===== config.mk =====
export PLATFORM = sky130hd
export DESIGN_NAME = mss_sequencer
export DESIGN_NICKNAME = d
export VERILOG_FILES = /design/src/rtl/mss_sequencer.v /design/src/rtl/mss_prog_store.v
export VERILOG_INCLUDE_DIRS = /design/src /design/src/rtl
export SDC_FILE = /design/constraint.sdc
export NUM_CORES = 2
export LEC_CHECK = 0
export ABC_CLOCK_PERIOD_IN_PS = 4600
export CORE_ASPECT_RATIO = 1.75
export CORE_MARGIN = 3
export CORE_UTILIZATION = 40
export DETAILED_ROUTE_END_ITERATION = 10
export DONT_BUFFER_PORTS = 1
export GPL_ROUTABILITY_DRIVEN = 0
export GPL_TIMING_DRIVEN = 0
export SYNTH_ARGS = -nofsm -noshare
export SYNTH_HDL_FRONTEND = slang
export SYNTH_SLANG_ARGS = --single-unit

===== constraint.sdc =====
create_clock -name clock_in -period 4.6 [get_ports clock_in]
set_clock_uncertainty 0.05 [all_clocks]
set_input_delay 0.69 -clock clock_in [delete_from_list [all_inputs] [get_ports clock_in]]
set_output_delay 0.69 -clock clock_in [all_outputs]
set_load 0.01 [all_outputs]

===== src/rtl/mss_regs.vh =====
`ifndef MSS_REGS_VH
`define MSS_REGS_VH

// ----------------------------------------
// program store geometry
// ----------------------------------------
`define MSS_ADDR_W 6
`define MSS_WORD_W 32
`define MSS_RESET_ADDR 6'h3F

// ----------------------------------------
// microinstruction field positions
// ----------------------------------------
`define MSS_OE_BIT 31
`define MSS_POL_BIT 30
`define MSS_OPC_HI 29
`define MSS_OPC_LO 25
`define MSS_TEST_HI 24
`define MSS_TEST_LO 22
`define MSS_DATA_HI 21
`define MSS_DATA_LO 16
`define MSS_CTRL_HI 15
`define MSS_CTRL_LO 0

// ----------------------------------------
// condition select codes
// ----------------------------------------
`define MSS_TEST_COND_PIN 3'h6
`define MSS_TEST_MATCH 3'h7

// ----------------------------------------
// reset values
// ----------------------------------------
`define MSS_COUNT_RST 6'h00
`define MSS_SHADOW_RST 32'h00000000

`endif


===== src/rtl/mss_sequencer.v =====
`timescale 1ns/1ps
`include "mss_regs.vh"

// Notes on behaviour
// - A 64-word by 32-bit program store is addressed by the sequencer and feeds a pipeline register.
// - Seven condition inputs are accepted and sixteen control outputs come from the pipeline.
// - Condition-select code 110 in bits 24 to 22 tests the dedicated condition input.
// - With diagnostics enabled the condition input is also the serial shift data input.
// - Counter, loop count, return register, pipeline and match flag all update on each rising edge.
// - The upper eight outputs are always driven from the pipeline; the output-enable bit only drives ctrl_hi_oe_out.
// - A tester can shift a microinstruction in, have it executed, and shift the results out.
// - Jumps, loops, calls and multiway branches each execute only when the selected test holds.
// - Reset forces next address 63, loads it and its word, and clears the match flag.
// - The lower eight control outputs are always driven.
// - The zero output is low whenever the loop count register holds zero.
// - The six test inputs serve as conditions, as a branch target, or as a count value.
module mss_sequencer #(
    parameter [4:0] OPC_CONT = 5'h00,
    parameter [4:0] OPC_JMP = 5'h01,
    parameter [4:0] OPC_JMP_T = 5'h02,
    parameter [4:0] OPC_CALL = 5'h03,
    parameter [4:0] OPC_RET = 5'h04,
    parameter [4:0] OPC_LDCT = 5'h05,
    parameter [4:0] OPC_LDCT_T = 5'h06,
    parameter [4:0] OPC_LOOP = 5'h07,
    parameter [4:0] OPC_WAIT = 5'h08,
    parameter [4:0] OPC_CMP = 5'h09,
    parameter [4:0] OPC_DECCT = 5'h0A,
    parameter [4:0] OPC_CALL_T = 5'h0B
) (
    input wire clock_in,
    input wire sys_rst_in,
    input wire [5:0] test_in,
    input wire condition_input_in,
    input wire diag_enable_in,
    input wire diag_shift_clock_in,
    input wire diag_mode_in,
    input wire prog_we_in,
    input wire [5:0] prog_addr_in,
    input wire [31:0] prog_data_in,
    output wire [7:0] ctrl_lo_out,
    output wire [7:0] ctrl_hi_out,
    output wire ctrl_hi_oe_out,
    output wire zero_n_out,
    output wire serial_shift_output_out,
    output wire [5:0] pc_out
);

    // ----------------------------------------
    // pin synchronisers
    // ----------------------------------------
    reg [5:0] test_s1_q;
    reg [5:0] test_q;
    reg cond_s1_q;
    reg cond_q;
    reg shclk_s1_q;
    reg shclk_q;
    reg shclk_dly_q;
    reg mode_s1_q;
    reg mode_q;

    always @(posedge clock_in) begin
        test_s1_q <= test_in;
        test_q <= test_s1_q;
        cond_s1_q <= condition_input_in;
        cond_q <= cond_s1_q;
        shclk_s1_q <= diag_shift_clock_in;
        shclk_q <= shclk_s1_q;
        shclk_dly_q <= shclk_q;
        mode_s1_q <= diag_mode_in;
        mode_q <= mode_s1_q;
    end

    wire shclk_rise = diag_enable_in & shclk_q & ~shclk_dly_q;
    wire shift_pulse = shclk_rise & mode_q;
    wire exec_pulse = shclk_rise & ~mode_q;

    // ----------------------------------------
    // state registers
    // ----------------------------------------
    reg [5:0] pc_q;
    reg [5:0] pc_d;
    reg [31:0] pipe_q;
    reg [31:0] pipe_d;
    reg [5:0] count_q;
    reg [5:0] count_d;
    reg [5:0] sub_q;
    reg [5:0] sub_d;
    reg match_q;
    reg match_d;
    reg zero_n_q;
    reg shift_out_q;
    reg [31:0] shadow_q;
    reg [31:0] shadow_d;
    reg capture_q;

    wire [31:0] store_word;
    reg [5:0] next_addr;

    mss_prog_store #(
        .ADDR_W(`MSS_ADDR_W),
        .WORD_W(`MSS_WORD_W)
    ) u_store (
        .clock_in(clock_in),
        .prog_we_in(prog_we_in),
        .prog_addr_in(prog_addr_in),
        .prog_data_in(prog_data_in),
        .rd_addr_in(next_addr),
        .rd_data_out(store_word)
    );

    // ----------------------------------------
    // field decode
    // ----------------------------------------
    wire [4:0] opc = pipe_q[`MSS_OPC_HI:`MSS_OPC_LO];
    wire [2:0] test_sel = pipe_q[`MSS_TEST_HI:`MSS_TEST_LO];
    wire [5:0] data_f = pipe_q[`MSS_DATA_HI:`MSS_DATA_LO];
    wire pol = pipe_q[`MSS_POL_BIT];
    wire [5:0] pc_inc = pc_q + 6'h01;
    wire count_zero = (count_q == 6'h00);

    reg cond_raw;

    always @* begin
        if (test_sel == `MSS_TEST_COND_PIN) begin
            cond_raw = cond_q;
        end else if (test_sel == `MSS_TEST_MATCH) begin
            cond_raw = match_q;
        end else begin
            cond_raw = test_q[test_sel];
        end
    end

    // polarity bit lets a test fire on either level
    wire cond = cond_raw ^ pol;

    // ----------------------------------------
    // next address selector and register update
    // ----------------------------------------
    always @* begin
        next_addr = pc_inc;
        count_d = count_q;
        sub_d = sub_q;
        match_d = match_q;
        case (opc)
            OPC_CONT: begin
                next_addr = pc_inc;
            end
            OPC_JMP: begin
                if (cond) begin
                    next_addr = data_f;
                end
            end
            OPC_JMP_T: begin
                if (cond) begin
                    next_addr = test_q;
                end
            end
            OPC_CALL: begin
                if (cond) begin
                    next_addr = data_f;
                    sub_d = pc_inc;
                end
            end
            OPC_CALL_T: begin
                if (cond) begin
                    next_addr = test_q;
                    sub_d = pc_inc;
                end
            end
            OPC_RET: begin
                if (cond) begin
                    next_addr = sub_q;
                end
            end
            OPC_LDCT: begin
                if (cond) begin
                    count_d = data_f;
                end
            end
            OPC_LDCT_T: begin
                if (cond) begin
                    count_d = test_q;
                end
            end
            OPC_LOOP: begin
                if (cond && !count_zero) begin
                    count_d = count_q - 6'h01;
                    next_addr = data_f;
                end
            end
            OPC_WAIT: begin
                if (!cond) begin
                    next_addr = pc_q;
                end
            end
            OPC_CMP: begin
                if (cond) begin
                    match_d = (test_q == data_f);
                end
            end
            OPC_DECCT: begin
                if (cond && !count_zero) begin
                    count_d = count_q - 6'h01;
                end
            end
            default: begin
                next_addr = pc_inc;
            end
        endcase
        if (sys_rst_in) begin
            next_addr = `MSS_RESET_ADDR;
        end
    end

    always @* begin
        pc_d = next_addr;
        // an executed shadow word takes the place of the fetched word
        if (exec_pulse && !sys_rst_in) begin
            pipe_d = shadow_q;
        end else begin
            pipe_d = store_word;
        end
    end

    // ----------------------------------------
    // serial shadow path
    // ----------------------------------------
    always @* begin
        shadow_d = shadow_q;
        if (shift_pulse) begin
            shadow_d = {shadow_q[30:0], cond_q};
        end else if (capture_q) begin
            // result snapshot in the cycle the shadow word runs, one cycle after the execute pulse
            shadow_d = {pc_q, count_q, match_q, 3'h0, pipe_q[15:0]};
        end
    end

    always @(posedge clock_in) begin
        pc_q <= pc_d;
        pipe_q <= pipe_d;
        if (sys_rst_in) begin
            match_q <= 1'b0;
            count_q <= `MSS_COUNT_RST;
            sub_q <= `MSS_RESET_ADDR;
            zero_n_q <= 1'b0;
            shift_out_q <= 1'b0;
            shadow_q <= `MSS_SHADOW_RST;
            capture_q <= 1'b0;
        end else begin
            match_q <= match_d;
            count_q <= count_d;
            sub_q <= sub_d;
            zero_n_q <= (count_d != 6'h00);
            shadow_q <= shadow_d;
            capture_q <= exec_pulse;
            // pin is shared; internal zero detect is unchanged
            shift_out_q <= diag_enable_in ? shadow_d[31] : (count_d != 6'h00);
        end
    end

    // ----------------------------------------
    // outputs
    // ----------------------------------------
    assign ctrl_lo_out = pipe_q[7:0];
    assign ctrl_hi_out = pipe_q[`MSS_CTRL_HI:8];
    assign ctrl_hi_oe_out = pipe_q[`MSS_OE_BIT];
    assign zero_n_out = zero_n_q;
    assign serial_shift_output_out = shift_out_q;
    assign pc_out = pc_q;

endmodule // mss_sequencer


===== src/rtl/mss_prog_store.v =====
`timescale 1ns/1ps
`include "mss_regs.vh"

// ----------------------------------------
// 64 x 32 program store, asynchronous read
// ----------------------------------------
module mss_prog_store #(
    parameter ADDR_W = `MSS_ADDR_W,
    parameter WORD_W = `MSS_WORD_W
) (
    input wire clock_in,
    input wire prog_we_in,
    input wire [ADDR_W-1:0] prog_addr_in,
    input wire [WORD_W-1:0] prog_data_in,
    input wire [ADDR_W-1:0] rd_addr_in,
    output wire [WORD_W-1:0] rd_data_out
);

    reg [WORD_W-1:0] mem_q [0:(1<<ADDR_W)-1];

    // programming port stands in for fuse programming
    always @(posedge clock_in) begin
        if (prog_we_in) begin
            mem_q[prog_addr_in] <= prog_data_in;
        end
    end

    assign rd_data_out = mem_q[rd_addr_in];

endmodule // mss_prog_store


==> flow_summary.ini <==
[placement]
dp_slack_ns = -2.85
portBuffers = 0
dp_hpwl_mm = 193

[critical_path]
rr_endpoint = pipe_q[27]$_DFF_P_
reg2reg_depth = 15
critPathMaxFanout = 10
startpoint_type = flip-flop
cp.arrival_ns = 5.45
crit_path_max_incr_delay_ns = 0.54
required_ns = 5.24
worstSetupPathType = flip-flop to flip-flop
crit_slowest_cell = or3b_2
path_cells = or3b_2 -> nor3_4 -> a221o_1 -> o21ai_2 -> o211ai_4 -> buf_12 -> buf_4 -> clkbuf_4 -> clkbuf_2 -> nor4_4 -> a2111oi_4 -> a2111oi_2 -> a22oi_2 -> nand4_1 -> o22a_1
crit_path_end_kind = flip-flop
r2r-start = pipe_q[29]$_DFF_P_
r2r_slack_ns = -0.21

[route]
dr.first_iter.drc_count = 6016
avgRoutedWirePerCell_um = 36.2
ant_nets = 0
first_pass_iters = 6
drc = 0
vias_per_cell = 6.11
drt_wl_total_mm = 296
vias = 50000

[timing]
max_freq_mhz = 208
hold_viol_final = 0
rsz0062_at_grt = true
worst_slack_ns = -0.210
max-slew-margin-rel_pct = 21.8
min_period_over_period_pct = 105
finalSetupViolCount = 11
maxSlewViolCount = 0
worst-slew-pin-transition_ns = 1.17
final.min_clock_period_ns = 4.81

[worst_hold_path]
hold_depth = 1
min_to = u_store.mem_q[1][11]$_DFFE_PP_
hp-start = prog_data_in[11]
hp-class = input port to flip-flop

[power_and_ir_drop]
combPwrFrac_pct = 50.0
ir_drop_mv = 0.423
cell_internal_pwr_mw = 43.9
power_mw = 76.3
power_frac_clock_pct = 20.7
power_density_nw_per_um2 = 753
pwr-share-seq_pct = 29.4
switchingPower_mw = 32.4
p_leak_nw = 33.0
p_sw_share_pct = 42.4

[floorplanning]
io_pins = 76
row_count = 222
core_area_sq_um = 210000
dieArea_sq_um = 218000
die_h_um = 615
initial_core_util_pct = 40.4
die_w_um = 354

[synth]
syn_nets = 4914
ys_seq_area_share_pct = 75.1
synth_top_area_share_pct = 72.6
synthTopCellsByArea = edfxtp_1, mux4_2, mux2i_1
synthFlopType = edfxtp_1
ys_seq_elements = 2153
synth_warnings = 0
mappedNetlistArea_sq_um = 84700
syn_inst = 4861
synth_edf_count = 2048
synth.distinct_cells = 80
yosysTopAreaCell = edfxtp_1
async_flop_share_pct = 0
avgSynthCellArea_sq_um = 17.4

[clock_network]
clock-sinks = 2153
cts.htree.levels = 4
cts_tree = yes
insertion_delay_ns = 0.86
clk_pin_slew_worst_paths_ns = 0.07
clockBufferDepth = 4
root_buffer = clkbuf_16
cts_buffers = 192

[status]
violations = negative setup slack
status = finished with violations

[final_layout]
regArea_sq_um = 63600
n_fill_cell = 17200
syn_to_final_growth_pct = 19.6
utilization_pct = 48.3
drive_gt1_share_pct = 25.1
multi_input_area_sq_um = 22000
nets = 5287

[global_route]
grt_start_max_net_pins = 65
grt_pass1_vias = 50100
antenna_found_initial = 24
grt_overflow = 0
grt_pass1_wl_mm = 407
track_usage_pct = 26.9

[run]
maxCapViolCount = 0
[registers in the layout (all words and copies together), names as in the netlist, 6 cells and up]
register and count:
count_q 6, pc_out 6, pipe_q 32, shadow_q 32, sub_q 6, test_q 6
test_s1_q 6, u_store.mem_q 2048
[cell usage after synthesis, types with 6 or more instances]
library cell and instances:
buf_2 73, buf_4 31, nor2b_1 7, a32oi_1 41, mux4_2 242, a311oi_1 6
and2_1 7, o22a_1 29, mux2i_1 349, a221oi_1 29, a211o_1 9, a211oi_1 123
nand2_1 260, nand4_1 46, buf_1 22, xor2_1 6, edfxtp_1 2048, nor4_1 194
a222oi_1 6, and3_1 8, a21oi_1 56, o211a_1 6, a2111oi_0 155, nand3b_1 8
nand3_1 102, nor3_1 11, xnor2_1 9, a22oi_1 94, nor2_1 134, clkbuf_1 238
dfxtp_1 105, o21ai_0 68, inv_1 193, o2111ai_1 59, nand2b_1 6
[layout by cell type, fill, tap and decap left out, types with 65 or more instances in the layout]
cell / instances
mux4_2: 242
mux2i_1: 329
edfxtp_1: 2048
nand2_1: 258
buf_4: 96
dfxtp_1: 97
nor2_1: 68
nor4_1: 188
a211oi_1: 92
clkbuf_16: 197
inv_1: 193
nor2_4: 65
buf_12: 72
nand3_1: 99
a2111oi_0: 67
clkbuf_2: 88
clkbuf_1: 121
[final cells by class]
class,instances,share of cell area (%)
Multi-Input combinational cell,2147,21.7
Sequential cell,2153,62.8
Inverter,197,0.740
Clock inverter,99,0.838
Timing Repair Buffer,185,3.13
Buffer,358,2.34
Clock buffer,235,5.03
Antenna cell,12,0.0296
Tap cell,2800,3.46
[metrics by stage]
step	instance area, sq um	cells	setup TNS [ns]	hold slack (ns)
2_1_floorplan	84700	4861	0	0.260
3_3_place_gp	88200	7661	-553.34	0.261
3_5_place_dp	90500	7767	-83.80	0.262
4_1_cts	100000	8168	-0.245	0.0904
5_1_grt	101000	8175	-0.993	0.116
6_report	101000	8186	-0.340	0.145
[metal layers]
metal	vias up	track usage, %	share of wire, %	routed length, um
met5	-	0	0.041	121
li1	20500	-	-	-
met1	25900	27.5	31	91800
met4	18	25.2	12	35700
met3	916	5.95	7.6	22500
met2	2673	45.5	49	146000
[kinds of logic after synthesis]
family          synth area share (%)
compound gates                  6.74
xor+xnor                       0.155
fa+ha+maj                     0.0295
buf+inv                         2.73
flops                           75.1
mux                             10.6
simple gates                    4.72
[power by group through the flow]
stage                     combinational, mW  sequential, mW  clock (mW)
after detailed placement               30.9            22.7           0
after CTS                              35.8            22.3        15.9
final                                  38.1            22.4        15.8
after global placement                 30.1            22.7           0
after floorplan                        17.3            22.5           0
after global routing                   38.9            22.4        16.6
[worst max-delay path: cells and delay by family, from the launching register on]
family / cells / cell delay, ns
compound gates: 7 / 1.97
simple gates: 4 / 1.21
buf+inv: 4 / 1.02
flops: 1 / 0.40
[what timing repair did]
item                                     CTS  global route
buffers inserted                          21             6
pin swaps                                 29            26
hold endpoints to repair                1969             0
endpoints found under the setup margin    35            32
resized for setup                        668           277
hold buffers                              52             0
[worst max-delay path by stage]
stage / cells past startpoint / end / from / slack (ns)
after floorplan: 4 / u_store.mem_q[48][0]$_DFFE_PP_ / prog_addr_in[3] / 0.70
after global placement: 15 / pipe_q[23]$_DFF_P_ / pipe_q[30]$_DFF_P_ / -3.59
after detailed placement: 15 / pipe_q[31]$_DFF_P_ / pipe_q[30]$_DFF_P_ / -2.85
after CTS: 19 / pipe_q[27]$_DFF_P_ / pipe_q[23]$_DFF_P_ / -0.06
after global routing: 15 / pipe_q[27]$_DFF_P_ / pipe_q[29]$_DFF_P_ / -0.15
final: 15 / pipe_q[27]$_DFF_P_ / pipe_q[29]$_DFF_P_ / -0.21
Power figures use the tool's default switching activity.
